<file path="src/hw/smc_pkg.sv">
// Notes on behaviour
// - Write spans the overlap of chip select low and write strobe low.
// - Write data valid 30 ns before write end, held 0 ns after.
// - Host never drives data while the memory drives the bus.
// - Read cycle lasts 70 ns; host samples no earlier than 70 ns after address.
// - Address stable and chip select low 60 ns before write end.
// - Address valid at write start and held 0 ns after write end.
// - Address valid before or as chip select falls on gated reads.
package smc_pkg;

  // Geometry
  localparam int ADDR_W = 19;
  localparam int DATA_W = 8;

  // Clock period and documented times, in ns
  localparam int CLK_PERIOD_NS = 25;
  localparam int T_READ_CYCLE_NS = 70;
  localparam int T_ADDR_VALID_NS = 70;
  localparam int T_OE_VALID_NS = 35;
  localparam int T_WRITE_PULSE_NS = 60;
  localparam int T_DATA_SETUP_NS = 30;
  localparam int T_WRITE_CYCLE_NS = 70;
  localparam int T_POWER_DOWN_NS = 70;

  // Least times round up to whole cycles
  function automatic int ceil_cycles(input int ns);
    ceil_cycles = (ns + CLK_PERIOD_NS - 1) / CLK_PERIOD_NS;
    if (ceil_cycles < 1) begin
      ceil_cycles = 1;
    end
  endfunction : ceil_cycles

  localparam int RD_CYCLES = ceil_cycles(T_ADDR_VALID_NS);
  localparam int WR_CYCLES = ceil_cycles(T_WRITE_PULSE_NS);
  localparam int WR_SETUP_CYCLES = ceil_cycles(T_DATA_SETUP_NS);
  localparam int RECOVER_CYCLES = 1;
  localparam int CNT_W = 4;

  // Controller sequence states
  typedef enum logic [2:0] {
    SMC_IDLE,
    SMC_READ,
    SMC_WRITE,
    SMC_RECOVER
  } smc_state_t;

endpackage : smc_pkg

</file>
<file path="src/hw/smc_host.sv">
`timescale 1ns/1ps
module smc_host
  import smc_pkg::*;
#(
  parameter int RD_WAIT = RD_CYCLES,
  parameter int WR_WAIT = WR_CYCLES
) (
  // Clock and reset
  input wire logic clk,
  input wire logic resetn,
  // User request
  input wire logic req,
  input wire logic req_write,
  input wire logic [ADDR_W-1:0] req_addr,
  input wire logic [DATA_W-1:0] req_wdata,
  output logic req_ready,
  output logic rd_valid,
  output logic [DATA_W-1:0] rd_data,
  // Memory pins
  output logic [ADDR_W-1:0] mem_addr,
  output logic mem_cs_n,
  output logic mem_oe_n,
  output logic mem_we_n,
  output logic [DATA_W-1:0] mem_dq_out,
  output logic mem_dq_oe,
  input wire logic [DATA_W-1:0] mem_dq_in
);

  // Sequencer state and its cycle counter
  smc_state_t state;
  logic [CNT_W-1:0] cnt;

  // Three stage capture of the data pins
  logic [DATA_W-1:0] dq_s1;
  logic [DATA_W-1:0] dq_s2;
  logic [DATA_W-1:0] dq_s3;

  // Decoded events of the current cycle
  logic take;
  logic bus_settled;
  logic rd_done;
  logic wr_done;
  logic rec_done;

  // Read window covers access time plus three synchroniser stages
  localparam logic [CNT_W-1:0] RD_LAST = CNT_W'(RD_WAIT + 2);
  // Write strobe stays low for WR_WAIT cycles, counted from zero
  localparam logic [CNT_W-1:0] WR_LAST = CNT_W'(WR_WAIT - 1);
  // Idle strobes between accesses, counted from zero
  localparam logic [CNT_W-1:0] REC_LAST = CNT_W'(RECOVER_CYCLES - 1);

  ////////////////////////////////////////////////////////////////////////
  // Counter end test, shared by every timed phase
  function automatic logic count_hit(
    input logic [CNT_W-1:0] value,
    input logic [CNT_W-1:0] last
  );
    count_hit = (value == last);
  endfunction : count_hit

  ////////////////////////////////////////////////////////////////////////
  // Event decode
  // A request is taken only in idle while ready stands
  assign take = (state == SMC_IDLE) && req && req_ready;
  // Last two stages agree: the pin value has held steady for a cycle
  assign bus_settled = (dq_s2 == dq_s3);
  // Read ends only once the window is over and the capture agrees
  assign rd_done = (state == SMC_READ) && count_hit(cnt, RD_LAST) && bus_settled;
  // Write pulse covers 60 ns address and select setup
  assign wr_done = (state == SMC_WRITE) && count_hit(cnt, WR_LAST);
  // Recovery keeps all strobes high for a while
  assign rec_done = (state == SMC_RECOVER) && count_hit(cnt, REC_LAST);

  ////////////////////////////////////////////////////////////////////////
  // Data pin synchroniser; only the second stage reads the first
  always_ff @(posedge clk) begin
    dq_s1 <= mem_dq_in;
    dq_s2 <= dq_s1;
    dq_s3 <= dq_s2;
  end

  ////////////////////////////////////////////////////////////////////////
  // Sequencer state
  always_ff @(posedge clk) begin
    if (!resetn) begin
      state <= SMC_IDLE;
    end else begin
      unique case (state)
        SMC_IDLE: begin
          if (take && req_write) begin
            state <= SMC_WRITE;
          end else if (take) begin
            state <= SMC_READ;
          end
        end
        SMC_READ: begin
          if (rd_done) begin
            state <= SMC_RECOVER;
          end
        end
        SMC_WRITE: begin
          if (wr_done) begin
            state <= SMC_RECOVER;
          end
        end
        SMC_RECOVER: begin
          if (rec_done) begin
            state <= SMC_IDLE;
          end
        end
        default: begin
          state <= SMC_IDLE;
        end
      endcase
    end
  end

  ////////////////////////////////////////////////////////////////////////
  // Phase counter; it waits at the read end for a settled bus
  always_ff @(posedge clk) begin
    if (!resetn) begin
      cnt <= '0;
    end else if (state == SMC_IDLE || rd_done || wr_done || rec_done) begin
      cnt <= '0;
    end else if (state == SMC_READ && count_hit(cnt, RD_LAST)) begin
      // A late bus stretches the read rather than returning a torn byte
      cnt <= cnt;
    end else begin
      cnt <= cnt + 1'b1;
    end
  end

  ////////////////////////////////////////////////////////////////////////
  // Ready to the user; low from take until one cycle after idle comes back
  always_ff @(posedge clk) begin
    if (!resetn) begin
      req_ready <= 1'b0;
    end else begin
      req_ready <= (state == SMC_IDLE) && !take;
    end
  end

  ////////////////////////////////////////////////////////////////////////
  // Address pins; set on take, held through recovery
  always_ff @(posedge clk) begin
    if (!resetn) begin
      mem_addr <= '0;
    end else if (take) begin
      mem_addr <= req_addr;
    end
  end

  ////////////////////////////////////////////////////////////////////////
  // Chip select; high whenever idle keeps the memory in standby
  always_ff @(posedge clk) begin
    if (!resetn) begin
      mem_cs_n <= 1'b1;
    end else if (take) begin
      mem_cs_n <= 1'b0;
    end else if (rd_done || wr_done) begin
      mem_cs_n <= 1'b1;
    end
  end

  ////////////////////////////////////////////////////////////////////////
  // Output enable; low only for reads
  always_ff @(posedge clk) begin
    if (!resetn) begin
      mem_oe_n <= 1'b1;
    end else if (take) begin
      // Stays high on writes so the memory never drives
      mem_oe_n <= req_write;
    end else if (rd_done) begin
      mem_oe_n <= 1'b1;
    end
  end

  ////////////////////////////////////////////////////////////////////////
  // Write strobe; rises on the same edge as chip select
  always_ff @(posedge clk) begin
    if (!resetn) begin
      mem_we_n <= 1'b1;
    end else if (take) begin
      mem_we_n <= !req_write;
    end else if (wr_done) begin
      mem_we_n <= 1'b1;
    end
  end

  ////////////////////////////////////////////////////////////////////////
  // Write data; unchanged from take until after the write edge
  always_ff @(posedge clk) begin
    if (!resetn) begin
      mem_dq_out <= '0;
    end else if (take && req_write) begin
      mem_dq_out <= req_wdata;
    end
  end

  ////////////////////////////////////////////////////////////////////////
  // Data drive enable; released one cycle past the write edge for hold
  // time, never on during reads
  always_ff @(posedge clk) begin
    if (!resetn) begin
      mem_dq_oe <= 1'b0;
    end else if (take) begin
      mem_dq_oe <= req_write;
    end else if (state == SMC_RECOVER) begin
      mem_dq_oe <= 1'b0;
    end
  end

  ////////////////////////////////////////////////////////////////////////
  // Read capture; only a settled byte is handed over
  always_ff @(posedge clk) begin
    if (!resetn) begin
      rd_valid <= 1'b0;
    end else begin
      rd_valid <= rd_done;
    end
  end

  // Read byte stands until the next read completes
  always_ff @(posedge clk) begin
    if (!resetn) begin
      rd_data <= '0;
    end else if (rd_done) begin
      rd_data <= dq_s3;
    end
  end

  ////////////////////////////////////////////////////////////////////////
  // Limitations
  // Reads wait on the settled capture, so a bus that never settles holds
  // the read open; a real memory drives a steady byte while selected.
  // Writes always use the form with output enable high, trading a
  // little flexibility for a bus that can never be fought over.
  // One access at a time: no pipelining of address and data phases.

endmodule : smc_host

</file>
<file path="config.mk">
export PLATFORM = sky130hd
export DESIGN_NAME = smc_host
export DESIGN_NICKNAME = d
export VERILOG_FILES = /design/src/hw/smc_pkg.sv /design/src/hw/smc_host.sv
export SDC_FILE = /design/constraint.sdc
export NUM_CORES = 1
export LEC_CHECK = 0
export BUFFER_PORTS_ARGS = -buffer_cell sky130_fd_sc_hd__clkbuf_2
export CAP_MARGIN = 20
export CELL_PAD_IN_SITES_DETAIL_PLACEMENT = 0
export CELL_PAD_IN_SITES_GLOBAL_PLACEMENT = 1
export CORE_ASPECT_RATIO = 2
export CORE_MARGIN = 10
export CORE_UTILIZATION = 33
export DETAILED_ROUTE_END_ITERATION = 6
export PLACE_DENSITY = 0.77
export SYNTH_ARGS = -nofsm -noshare
export SYNTH_HDL_FRONTEND = slang
export SYNTH_SLANG_ARGS = --single-unit
</file>
<file path="constraint.sdc">
create_clock -name clk -period 1.6 [get_ports clk]
set_input_delay 0.32 -clock clk [delete_from_list [all_inputs] [get_ports clk]]
set_output_delay 0.32 -clock clk [all_outputs]
set_load 0.01 [all_outputs]
</file>
; Word level (Yosys, flattened, before mapping)
; Index checks and enable logic that the tools add are counted.
[word_totals]
input_bits = 39
wordCells = 62
register_bits = 72
out_inout_bits = 41
[classes]
muxes = 14
reduce_logical = 22
bitwise = 1
eq_ne = 10
add_sub_neg = 1
[ops]
columns = cell, n
row1 = 3-bit two-way mux, 5
row2 = 3-bit case mux with 4 select lines, 1
row3 = 8-bit equality test, 1
row4 = 1-bit logical AND, 8
row5 = 1-bit two-way mux, 8
row6 = 2-bit nonzero test, 4
row7 = 3-bit by 2-bit equality test with 1-bit output (second input constant), 2
row8 = 2-bit != test (second input constant), 3
row9 = 4-bit by 1-bit adder with 4-bit output (second input constant), 1
row10 = 4-bit by 2-bit equality test with 1-bit output (second input constant), 1
row11 = 4-bit by 3-bit equality test with 1-bit output (second input constant), 1
row12 = 4-bit logical NOT, 1
row13 = 1-bit logical OR, 4
row14 = 4-bit AND reduction, 1
row15 = 3-bit by 1-bit equality test with 1-bit output (second input constant), 1
row16 = 3-bit logical NOT, 1
row17 = 3-bit by 2-bit != test with 1-bit output (second input constant), 1
row18 = 1-bit logical NOT, 2
row19 = 2-bit OR reduction, 1
row20 = 1-bit inverter, 1

; Logic depth before layout (Yosys ltp)
; Gate-level depths: netlist (run 1).
[logic_depth]
ltp_word = 7
depth_mapped = 8
mapped_depth_nobuf = 7

; Least setup slack after synthesis (run 1)
; Ideal clock, no wire load.
[synth_path]
kind = register to register
startpoint = register state[1]
endpoint = register state[1]
setup_slack_ns = -0.106
arrival_ns = 1.584
path_stages_with_launch = 8
required_ns = 1.478
path_cell_list = dfxtp_1 -> inv_1 -> ha_1 -> nand4b_2 -> nor3_2 -> nand4_2 -> a221o_1 -> mux2i_1
[synth_via]
elab_chain_cells = 6
elab_cells_between_ends = 18
classes_between = eq/ne: 7 / mux: 2 / reduce/logical: 9
[synth_rtl]
columns = element, line_no
row1 = from (decl), smc_host.sv:30  ; smc_state_t state;
row2 = from (signal assigned), smc_host.sv:86  ; state <= SMC_IDLE;
row3 = from (signal assigned), smc_host.sv:91  ; state <= SMC_WRITE;
row4 = from (signal assigned), smc_host.sv:93  ; state <= SMC_READ;
row5 = 3-bit logical NOT, "smc_host.sv:64, smc_host.sv:88"
row6 = 1-bit logical AND (2 in series), smc_host.sv:64  ; assign take = (state == SMC_IDLE) && req && req_ready;
row7 = 1-bit logical AND, smc_host.sv:90  ; if (take && req_write) begin
row8 = 3-bit by 2-bit != test with 1-bit output (no line) or 3-bit two-way mux (tied branches), n/a
row9 = 4-bit AND reduction (no line) or 3-bit case mux with 4 select lines (tied branches), n/a
; Parallel ways exist; a longest one is shown, timed or not.
; A chain may end at the register's enable or synchronous reset.

; Final worst setup path (run 1)
[layout_path]
startpoint = register dq_s3[2]
endpoint = register state[0]
[layout_via]
elab_chain_cells = 4
[layout_rtl]
columns = element, line_no
row1 = from (decl), smc_host.sv:36  ; logic [DATA_W-1:0] dq_s3;
row2 = from (signal assigned), smc_host.sv:79  ; dq_s3 <= dq_s2;
row3 = 8-bit equality test, smc_host.sv:66  ; assign bus_settled = (dq_s2 == dq_s3);
row4 = 1-bit logical AND, smc_host.sv:68  ; assign rd_done = (state == SMC_READ) && count_hit(cnt, RD_LAST) && bus_settled;
row5 = 2-bit != test (no line), n/a
row6 = 4-bit AND reduction (no line), n/a
; Every way passes these cells.

==> parameters.txt, run 1 <==
Parameter                              Value

Worst setup path
  Reg2Reg Capture Point ... state[0]
  CP max-delay cell ... a221o_1
  Crit path required time ... 1.81 ns
  Startpoint of the worst setup timing path ... dq_s3[2]
  Setup slack, reg-to-reg ... 0.07 ns
  Critical path's top delay family ... simple AND/OR/NAND/NOR gates
  Cells along the critical path ... xor2_1, nor4_2, nand4_2, a221o_1, mux2i_1
  Stages on worst setup path ... 5
  Signal arrival time at the worst endpoint ... 1.75 ns
  CP Class ... register to register
  Logic depth of the worst register-to-register path ... 5
  Crit path buffers/inverters ... 0
  Capturing instance or port of the critical path ... state[0]
  Setup crit start kind ... register
  Reg2reg start ... dq_s3[2]
  Endpoint class of the critical path ... register
  Max Fanout on Critical Path ... 2
  Critical path's largest stage delay ... roughly 0.36 ns

STA
  Final period util ... 0.9576
  Maximum clock skew at final layout ... just under 0.003 ns
  Max frequency ... between 0.6 and 0.7 GHz
  Final-layout setup total negative slack ... 0 ns
  Final critical-path required period ... 1.532 ns
  Pin slew with the least headroom to its limit ... 0.2689 ns
  Final setup violation count ... 0
  RSZ-0062 raised after global routing ... yes
  Worst rel slew slack ... 0.8201
  Final count of hold timing violations ... 0
  Pins over their slew limit ... 0

Synthesis
  Synth Register Bits ... a little over 70
  Synthesized Nets ... 295
  Total number of yosys warnings ... 0
  Count of unique library cells instantiated by Yosys ... 25
  Post-Syn Area ... 2392 µm²
  Number of synthesized flops with an enable pin ... 0
  Dominant cell type by area after synthesis ... dfxtp_1
  Prevailing post-synth register cell ... dfxtp_1
  Share of Yosys cell area claimed by the top area cell type ... 0.5941
  Share of flip-flops with an asynchronous set or reset after synthesis ... 0
  Dominant cell by count in the synthesized netlist ... dfxtp_1
  Number of instances in the synthesized netlist ... between 200 and 250
  Top post-synthesis cells by area ... dfxtp_1 (59%), nand2_1 (10%), a21oi_1 (6.3%), ha_1 (4.2%), mux2i_1 (4.2%)
  Post-synth top cells ... dfxtp_1 (71), nand2_1 (64), a21oi_1 (30)
  Sequential area share after synthesis ... 0.5941
  Mapped Avg Cell Area ... 9.646 µm²

Job
  Max-Cap Viols ... 0

Pwr
  Clock power share ... 0.413
  Ratio of total power to cell area ... 1525 nW/µm²
  Switching power share of the total ... 0.2611
  Cell internal power dissipation ... around 0.0038 W
  Power dissipated by switching net loads ... approximately 0.0013 W
  Worst supply voltage drop on vdd ... between 800 and 900 µV
  Part of the power in registers ... 0.406
  Comb power frac ... 0.181
  Static leakage ... 1.577 nW

Clocking
  Number of buffers on the longest clock path ... 2
  Sink Count ... 71
  CTS clock-pin slew for the worst setup and hold paths ... roughly 0.050 ns
  Deepest level of the CTS H-tree ... 3
  Clock tree from TritonCTS ... done
  Clock network latency to the later pin of the worst-skew pair ... 0.33 ns
  Cell at the root of the clock tree ... clkbuf_16
  Post-CTS setup repair buffer count ... 0
  Hold bufs inserted after CTS ... 0
  Number of CTS-inserted buffers ... 9

Floorplanning
  Die Wd ... 80.21 µm
  # rows ... 43
  DIE AREA ... roughly 11000 µm²
  Initial standard-cell utilization of the core ... 0.3420
  Die span in y ... 140.4 µm
  IO Pins ... 80
  Core region area ... ~7000 µm²

Drt
  Wire length reported by the detailed router ... approximately 6000 µm
  DRC Markers ... 0
  Pre-Repair DR Iteration Count ... 4
  Initial DRC Count ... 84
  Count of nets left with antenna violations after detail routing ... 0
  Via/cell ratio ... 4.501
  Average detailed-routed wire length per instance ... 13.71 µm
  Via Count ... ~1900

Placed design
  Half-perimeter wire length of the detailed placement result ... 4608 µm
  Number of buffer cells added on primary ports ... 79
  Post-DP Area ... 2972 µm²
  Routability congestion estimate ... 0.7435

GRT
  Total congestion overflow after global routing ... 0
  GR Util met3 ... 0.04167
  Global route hottest layer ... met2
  Largest net degree at the start of global routing ... 22
  Global-route track usage on met2 ... 0.1942
  Antenna violations before repair ... 0
  Number of global-route vias before repair ... 2023
  Wire length of the first global-routing pass ... 9804 µm
  Grt met1 use ... 0.1074
  Overall fraction of global-route tracks in use ... 0.1129

Finish
  Share of final-layout standard cells stronger than drive strength 1 ... 0.3490
  Fill cell total of the finished layout ... 695
  Final net count ... 384
  Relative area change from synthesis to final layout ... 39.80%
  Post-route standard cell area excluding fillers ... 3344 µm²
  Storage element area ... roughly 1400 µm²
  Area used by multi-input combinational logic ... 978.4 µm²
  Antenna diode instance count ... 0

Run status
  Outcome ... finished clean

Min path
  Hold Crit Class ... primary input to register
## cell families after synthesis
| kind of cell | Yosys count | synth area share |
|---|---|---|
| muxes | 10 | 0.04184 |
| AOI/OAI and AO/OA | 37 | 0.08473 |
| xor gates and xnor gates | 11 | 0.04027 |
| DFF | 71 | 0.5941 |
| and+or+nand+nor | 95 | 0.1715 |
| adders and majority gates | 8 | 0.04184 |
| buffers and inverters | 16 | 0.02563 |
## worst min-delay path by stage
stage | start | to | slack, ns | cells past startpoint
finish | mem_dq_in[7] | dq_s1[7] | 0.09 | 1
global route | mem_dq_in[1] | dq_s1[1] | 0.08 | 1
detailed placement | dq_s1[2] | dq_s2[2] | 0.31 | 0
CTS | mem_dq_in[6] | dq_s1[6] | 0.08 | 1
global placement | dq_s1[7] | dq_s2[7] | 0.31 | 0
floorplan | dq_s1[0] | dq_s2[0] | 0.31 | 0
## placed cells by master (no fill, tap or decap)
master / synthesis / routed
a21o_1: 2 / 2
a21oi_1: 30 / 30
a221o_1: 1 / 1
a22o_1: 1 / 1
and2_1: 1 / 1
and3_1: 5 / 4
and3_4: 0 / 1
buf_12: 0 / 1
buf_4: 0 / 8
buf_6: 0 / 1
bufinv_16: 0 / 2
clkbuf_16: 0 / 9
clkbuf_2: 0 / 79
clkbuf_8: 0 / 1
clkinv_2: 0 / 1
clkinv_4: 0 / 2
dfxtp_1: 71 / 67
dfxtp_2: 0 / 4
ha_1: 8 / 5
ha_2: 0 / 1
ha_4: 0 / 2
inv_1: 5 / 3
inv_2: 0 / 2
mux2i_1: 10 / 10
nand2_1: 64 / 64
nand3_1: 2 / 2
nand3b_1: 1 / 1
nand4_2: 1 / 1
nand4b_4: 0 / 1
nor2_1: 16 / 16
nor3_1: 1 / 1
nor3_4: 0 / 1
nor4_2: 0 / 1
nor4_4: 0 / 1
o21ai_0: 2 / 2
o2bb2ai_1: 1 / 1
xnor2_1: 5 / 5
xor2_1: 6 / 6
## metal layers
layer | wire, µm | share of wire | vias to the layer above
met5 | 0 | 0 | -
met4 | 161 | 0.027 | 0
met3 | 360 | 0.061 | 11
met2 | 3274 | 0.55 | 51
met1 | 2114 | 0.36 | 885
li1 | - | - | 993
## power by group through the flow
stage | clock [W] | combinational [W] | sequential (W)
after floorplan | 0 | 0.000499 | 0.00214
after global placement | 0 | 0.000884 | 0.00209
after CTS | 0.00216 | 0.000895 | 0.00207
after detailed placement | 0 | 0.000888 | 0.00211
after global routing | 0.00223 | 0.00104 | 0.00210
final | 0.00211 | 0.000924 | 0.00207
## registers in the layout, indices dropped and copies added (netlist names), 2 cells and up
name	cells
dq_s2	8
mem_dq_out	8
cnt	4
dq_s1	8
mem_addr	19
dq_s3	8
rd_data	8
state	2
## worst register-to-register path, stage by stage (launching register included)
cell and delay (ns):
dfxtp_2 0.32, xor2_1 0.16, nor4_2 0.29, nand4_2 0.15, a221o_1 0.36, mux2i_1 0.13
## repair_timing
item | CTS | global route
endpoints found under the setup margin | 4 | 41
pin swaps | 0 | 2
gates resized for setup | 2 | 9
## cell type report
cell class                 count  share of cell area
clock buffer                  10             0.07146
clock inverter                 5             0.02469
inverter                       5            0.005612
multi-input combinational    161              0.2926
sequential                    71              0.4265
tap                           90             0.03367
timing repair buffer          89              0.1455
## metrics by stage
step	hold WS, ns	cells	power [W]	setup slack [ns]	utilization
after detailed placement	0.3121	416	0.002994	-0.01777	0.4249
after floorplan	0.3096	248	0.002637	0.008542	-
after global placement	0.3109	416	0.002978	0.01624	0.4249
final	0.09032	431	0.005101	0.06790	0.4782
after CTS	0.07667	431	0.005124	0.001150	0.4719
after global routing	0.07939	431	0.005369	-0.04759	0.4782
Note: power is estimated with default switching activity, not from simulation.
==> run 2, diff against run 1 <==
CORE_UTILIZATION = 36   (was 33)
PLACE_DENSITY = 0.8   (was 0.77)
TNS_END_PERCENT = 1   (was unset)
clock period = 1.41 ns   (was 1.6 ns; I/O delays follow)
==> run 2 against run 1 <==
Compared with the run above:
- the run now ends with setup timing left
- worst setup slack worse by 0.18 ns
- core utilization up 3.8 points
- worst hold slack worse by 0.037 ns
- total power up 10%
- sequential power up 14%
- cell count up 1.9%
- die area down 6.7%
- non-clock buffer count up 9
- first-iteration DRC count up 21%
- critical path type unchanged
==> parameters.txt, run 2 (synthesized netlist as in run 1, its figures left out) <==
Parameter                              Value

Run status
  Outcome ... finished, violations left
  Violated checks ... setup timing

Placed design
  Half-perimeter wire length of the detailed placement result ... 4675 µm (+1.4%)
  Number of buffer cells added on primary ports ... 79 (unchanged)
  Dpl ws ... -0.2093 ns (-0.1915 ns)
  Routability congestion estimate ... 0.7712 (+3.7%)

Worst setup path
  Max Fanout on Critical Path ... 2 (unchanged)
  Stages on worst setup path ... 5 (unchanged)
  Cells along the critical path ... xor2_1, nor4_2, nand4_2, a221o_1, mux2i_1
  CP Class ... register to register
  Logic depth of the worst register-to-register path ... 5 (unchanged)
  Crit path required time ... 1.62 ns (-0.19 ns)
  Setup crit start kind ... register
  Signal arrival time at the worst endpoint ... 1.73 ns (-0.02 ns)
  Critical path's top delay family ... simple AND/OR/NAND/NOR gates
  CP max-delay cell ... a221o_1
  Critical path's largest stage delay ... 0.36 ns (about the same)
  Crit path buffers/inverters ... 0 (unchanged)
  Endpoint class of the critical path ... register

STA
  Maximum clock skew at final layout ... 0.005696 ns (+0.002767 ns)
  Worst rel slew slack ... 0.8119 (-0.008275)
  Final count of hold timing violations ... 0 (unchanged)
  Final setup violation count ... 13 (+13)
  Pins over their slew limit ... 0 (unchanged)
  Final period util ... 1.078 (+0.1200)
  Max frequency ... 0.6582 GHz (+0.84%)
  RSZ-0062 raised after global routing ... yes
  Setup slack of the critical path after layout ... -0.1093 ns (-0.1772 ns)
  Post-Route Hold Slack ... 0.05314 ns (-0.03718 ns)
  Pin slew with the least headroom to its limit ... 0.2813 ns (+0.01237 ns)
  Final critical-path required period ... 1.519 ns (-0.01279 ns)

Drt
  Count of nets left with antenna violations after detail routing ... 0 (unchanged)
  Pre-Repair DR Iteration Count ... 4 (unchanged)
  Wire length reported by the detailed router ... 6026 µm (+2.0%)
  Via/cell ratio ... 4.453 (-1.1%)
  DRC Markers ... 0 (unchanged)
  Initial DRC Count ... 102 (+21%)
  Via Count ... 1955 (+0.77%)
  Average detailed-routed wire length per instance ... 13.73 µm (+0.10%)

Floorplanning
  # rows ... 42 (-2.3%)
  Initial standard-cell utilization of the core ... 0.3642 (+0.02215)
  Core region area ... 6569 µm² (-6.1%)
  IO Pins ... 80 (unchanged)
  Die span in y ... 135.3 µm (-3.7%)
  DIE AREA ... 10500 µm² (-6.7%)
  Die Wd ... 77.64 µm (-3.2%)

Pwr
  Part of the power in registers ... 0.418 (+0.012)
  Worst supply voltage drop on vdd ... 902.7 µV (+4.7%)
  Cell internal power dissipation ... 0.003998 W (+6.1%)
  Switching power share of the total ... 0.2878 (+0.02665)
  Ratio of total power to cell area ... 1657 nW/µm² (+8.6%)
  Comb power frac ... 0.210 (+0.029)
  Static leakage ... 1.594 nW (+1.1%)
  Clock power share ... 0.371 (-0.042)
  Power dissipated by switching net loads ... 0.001615 W (+21%)

Finish
  Share of final-layout standard cells stronger than drive strength 1 ... 0.3818 (+0.03279)
  Leading cell type in the layout, fill and taps excluded ... clkbuf_2
  Storage element area ... 1434 µm² (+0.53%)
  Number of flip-flops under the largest register name ... 19 (unchanged)
  Area used by multi-input combinational logic ... 979.7 µm² (+0.13%)
  Top library cells by usage in the layout, fill and taps aside ... clkbuf_2 (79), dfxtp_1 (65), nand2_1 (64)
  Antenna diode instance count ... 0 (unchanged)
  Relative area change from synthesis to final layout ... 41.63%
  Fill cell total of the finished layout ... 649 (-6.6%)
  Core occupancy in the finished layout ... 0.5158 (+0.03763)
  Largest Register ... mem_addr
  Final net count ... 393 (+2.3%)

GRT
  Wire length of the first global-routing pass ... 9860 µm (+0.57%)
  Overall fraction of global-route tracks in use ... 0.1180 (+0.005105)
  Largest net degree at the start of global routing ... 22 (unchanged)
  Total congestion overflow after global routing ... 0 (unchanged)
  Antenna violations before repair ... 0 (unchanged)
  Number of global-route vias before repair ... 2061 (+1.9%)

Min path
  Hold Crit Class ... primary input to register
  Worst hold path cell count ... 1 (unchanged)

Job
  Max-Cap Viols ... 0 (unchanged)

Clocking
  Number of CTS-inserted buffers ... 9 (unchanged)
  Sink Count ... 71 (unchanged)
  Post-CTS setup repair buffer count ... 0 (unchanged)
  Hold bufs inserted after CTS ... 0 (unchanged)
  Deepest level of the CTS H-tree ... 3 (unchanged)
  Cell at the root of the clock tree ... clkbuf_16
  Number of buffers on the longest clock path ... 2 (unchanged)
  Clock tree from TritonCTS ... done
  Clock network latency to the later pin of the worst-skew pair ... 0.33 ns (about the same)
  CTS clock-pin slew for the worst setup and hold paths ... 0.06 ns (about the same)
## run 2: layout make-up
| class | instances | area share |
|---|---|---|
| Sequential cell | 71 | 0.4232 |
| Clock buffer | 9 | 0.06647 |
| Tap cell | 88 | 0.03250 |
| Clock inverter | 7 | 0.01699 |
| Inverter | 5 | 0.005539 |
| Timing Repair Buffer | 98 | 0.1662 |
| Multi-Input combinational cell | 161 | 0.2891 |
## run 2: per-stage QoR
stage               instances  cell area [µm²]  power [W]  TNS (ns)
global placement          423             3064   0.003517    -1.517
global route              439             3388   0.005933    -3.697
CTS                       439             3378   0.005698   -0.8372
detailed placement        423             3064   0.003543    -2.388
floorplan                 248             2435   0.003015    -1.887
finish                    439             3388   0.005613   -0.5792
## run 2: final timing paths
| kind | to | from | slack, ns |
|---|---|---|---|
| worst min register to register | dq_s2[1] | dq_s1[1] | 0.32 |
| worst min-delay path | dq_s1[4] | mem_dq_in[4] | 0.05 |
| worst max register to register | state[1] | dq_s2[2] | -0.11 |
| worst max-delay path | state[1] | dq_s2[2] | -0.11 |
## run 2: power groups by stage
stage	combinational (W)	sequential (W)	clock, W
3_3_place_gp	0.00115	0.00237	0
6_report	0.00118	0.00235	0.00208
5_1_grt	0.00132	0.00238	0.00224
4_1_cts	0.00120	0.00235	0.00215
3_5_place_dp	0.00116	0.00238	0
2_1_floorplan	0.000583	0.00243	0
## run 2: worst reg2reg max path: cells and delay by family, from the launching register on
kind / cells / cell delay (ns)
compound gates: 1 / 0.36
mux: 1 / 0.14
xor+xnor: 1 / 0.16
simple gates: 2 / 0.43
flops: 1 / 0.32
## run 2: layer usage
metal  wire [µm]  track usage
met2        3449       0.2183
met5           0            0
met4         182      0.07143
met3         302      0.03923
met1        2092       0.1067
## run 2: what timing repair did
item | CTS | global route
gates resized for setup | 10 | 3
pin swaps | 2 | 0
setup endpoints to repair | 44 | 45
hold endpoints to repair | 0 | 0
==> run 3, diff against run 2 <==
MAX_ROUTING_LAYER = met4   (was unset)
==> run 3 against run 2 <==
Compared with the run above:
- the run still ends with setup timing left
- maximum frequency is 0.29% lower
- total power shrank 0.13%
- wire length rose by 0.60%
- worst setup slack got worse by 0.0045 ns
- sequential power barely moved
- sequential cell count is the same
- cell count stayed put
- register-to-register slack is essentially flat
- clock power about the same
- critical path depth unchanged
- combinational power hardly changed
- worst hold slack better by 0.0012 ns
- largest cell class unchanged
- largest power group unchanged
- highest routed layer unchanged
==> parameters.txt, run 3 (synthesized netlist as in run 1, its figures left out) <==
Parameter                              Value

Finish
  Leading cell type in the layout, fill and taps excluded ... clkbuf_2
  Storage element area ... 1430 µm² (-0.26%)
  Share of final-layout standard cells stronger than drive strength 1 ... 0.3789 (-0.002849)
  Post-route insts no fill ... 439 (unchanged)
  Largest Register ... mem_addr
  Antenna diode instance count ... 0 (unchanged)
  Number of flip-flops under the largest register name ... 19 (unchanged)
  Fill cell total of the finished layout ... 648 (-0.15%)
  Area used by multi-input combinational logic ... 979.7 µm² (unchanged)
  Relative area change from synthesis to final layout ... 41.48%
  Final net count ... 393 (unchanged)
  Post-route standard cell area excluding fillers ... 3385 µm² (-0.11%)
  Top library cells by usage in the layout, fill and taps aside ... clkbuf_2 (79), dfxtp_1 (66), nand2_1 (64)

Floorplanning
  Die Wd ... 77.64 µm (unchanged)
  Initial standard-cell utilization of the core ... 0.3642 (unchanged)
  IO Pins ... 80 (unchanged)
  Die span in y ... 135.3 µm (unchanged)
  # rows ... 42 (unchanged)
  DIE AREA ... 10500 µm² (unchanged)
  Core region area ... 6569 µm² (unchanged)

Placed design
  Cell total after placement ... 423 (unchanged)
  Dpl ws ... -0.2093 ns (unchanged)
  Half-perimeter wire length of the detailed placement result ... 4675 µm (unchanged)
  Post-DP Area ... 3064 µm² (unchanged)
  Routability congestion estimate ... 0.7816 (+1.3%)
  Number of buffer cells added on primary ports ... 79 (unchanged)

Min path
  Hold Crit Class ... primary input to register

GRT
  Wire length of the first global-routing pass ... 9784 µm (-0.77%)
  Antenna violations before repair ... 0 (unchanged)
  Number of global-route vias before repair ... 2074 (+0.63%)
  Total congestion overflow after global routing ... 0 (unchanged)
  Largest net degree at the start of global routing ... 22 (unchanged)
  Overall fraction of global-route tracks in use ... 0.1211 (+0.003033)

STA
  Worst rel slew slack ... 0.8124 (about the same)
  RSZ-0062 raised after global routing ... yes
  Setup slack of the critical path after layout ... -0.1138 ns (-0.004482 ns)
  Final period util ... 1.081 (+0.003179)
  Post-Route Hold Slack ... 0.05430 ns (+0.001160 ns)
  Pin slew with the least headroom to its limit ... 0.2804 ns (-0.0008093 ns)
  Pins over their slew limit ... 0 (unchanged)
  Final setup violation count ... 13 (unchanged)
  Max frequency ... 0.6563 GHz (-0.29%)
  Final count of hold timing violations ... 0 (unchanged)
  Final critical-path required period ... 1.524 ns (+0.004482 ns)
  Maximum clock skew at final layout ... 0.004866 ns (-0.0008304 ns)

Worst setup path
  Setup slack, reg-to-reg ... -0.11 ns (about the same)
  Critical path's top delay family ... simple AND/OR/NAND/NOR gates
  Setup crit start kind ... register
  Capturing instance or port of the critical path ... state[1]
  CP Class ... register to register
  CP max-delay cell ... a221o_1
  Reg2reg start ... dq_s2[2]
  Max Fanout on Critical Path ... 2 (unchanged)
  Crit path required time ... 1.62 ns (about the same)
  Stages on worst setup path ... 5 (unchanged)
  Reg2Reg Capture Point ... state[1]
  Endpoint class of the critical path ... register
  Crit path buffers/inverters ... 0 (unchanged)
  Logic depth of the worst register-to-register path ... 5 (unchanged)
  Critical path's largest stage delay ... 0.36 ns (about the same)
  Signal arrival time at the worst endpoint ... 1.73 ns (about the same)
  Cells along the critical path ... xor2_1, nor4_2, nand4_2, a221o_1, mux2i_1
  Startpoint of the worst setup timing path ... dq_s2[2]

Drt
  Pre-Repair DR Iteration Count ... 4 (unchanged)
  Initial DRC Count ... 100 (-2.0%)
  DRC Markers ... 0 (unchanged)
  Average detailed-routed wire length per instance ... 13.81 µm (+0.60%)
  Count of nets left with antenna violations after detail routing ... 0 (unchanged)
  Via/cell ratio ... 4.446 (-0.15%)
  Wire length reported by the detailed router ... 6062 µm (+0.60%)
  Via Count ... 1952 (-0.15%)

Run status
  Outcome ... finished, violations left
  Violated checks ... setup timing

Clocking
  Clock network latency to the later pin of the worst-skew pair ... 0.33 ns (about the same)
  Deepest level of the CTS H-tree ... 3 (unchanged)
  Post-CTS setup repair buffer count ... 0 (unchanged)
  Number of CTS-inserted buffers ... 9 (unchanged)
  Number of buffers on the longest clock path ... 2 (unchanged)
  Sink Count ... 71 (unchanged)
  Clock tree from TritonCTS ... done
  Cell at the root of the clock tree ... clkbuf_16
  CTS clock-pin slew for the worst setup and hold paths ... 0.06 ns (about the same)
  Hold bufs inserted after CTS ... 0 (unchanged)

Job
  Max-Cap Viols ... 0 (unchanged)

Pwr
  Static leakage ... 1.594 nW (about the same)
  Ratio of total power to cell area ... 1656 nW/µm² (about the same)
  Final total power ... 0.005606 W (-0.13%)
  Worst supply voltage drop on vdd ... 898.7 µV (-0.44%)
==> run 3: cell count changes in the layout (fill, tap and decap cells not counted) <==
cell | previous run | this run
dfxtp_1 | 65 | 66
dfxtp_4 | 2 | 1
==> run 3: worst min-delay path by stage <==
| stage | startpoint | end | slack (ns) | cells after the start |
|---|---|---|---|---|
| final | mem_dq_in[4] | dq_s1[4] | 0.05 | 1 |
| after global routing | mem_dq_in[4] | dq_s1[4] | 0.03 | 1 |
| after CTS | mem_dq_in[4] | dq_s1[4] | 0.04 | 1 |
| after detailed placement | dq_s1[0] | dq_s2[0] | 0.31 | 0 |
| after global placement | dq_s1[4] | dq_s2[4] | 0.31 | 0 |
| after floorplan | dq_s1[0] | dq_s2[0] | 0.31 | 0 |
==> run 3: power by group <==
group | switching [W] | internal (W) | leakage, nW
Sequential | 0.000128 | 0.00221 | 0.585
Clock | 0.000877 | 0.00121 | 0.129
Combinational | 0.000609 | 0.000572 | 0.879
Total | 0.00161 | 0.00399 | 1.59
==> run 3: routing by layer <==
layer | GRT usage | routed length (µm)
met5 | - | 0
met4 | 0.07143 | 182
met3 | 0.02992 | 197
met2 | 0.2169 | 3436
met1 | 0.1127 | 2247
==> run 3: area by class of cell <==
class	count	share of cell area
Multi-Input combinational cell	161	0.2895
Inverter	5	0.005545
Clock inverter	7	0.01701
Sequential cell	71	0.4225
Timing Repair Buffer	98	0.1664
Clock buffer	9	0.06654
Tap cell	88	0.03253
==> run 3: metrics by stage <==
stage               utilization  TNS, ns
global placement         0.4665   -1.517
global route             0.5152   -3.724
finish                   0.5152  -0.6181
floorplan                     -   -1.887
detailed placement       0.4665   -2.388
CTS                      0.5143  -0.8372
==> run 3: timing repair <==
item	in CTS	in global routing
pin swaps	2	1
gates resized for setup	10	1
setup endpoints to repair	44	45
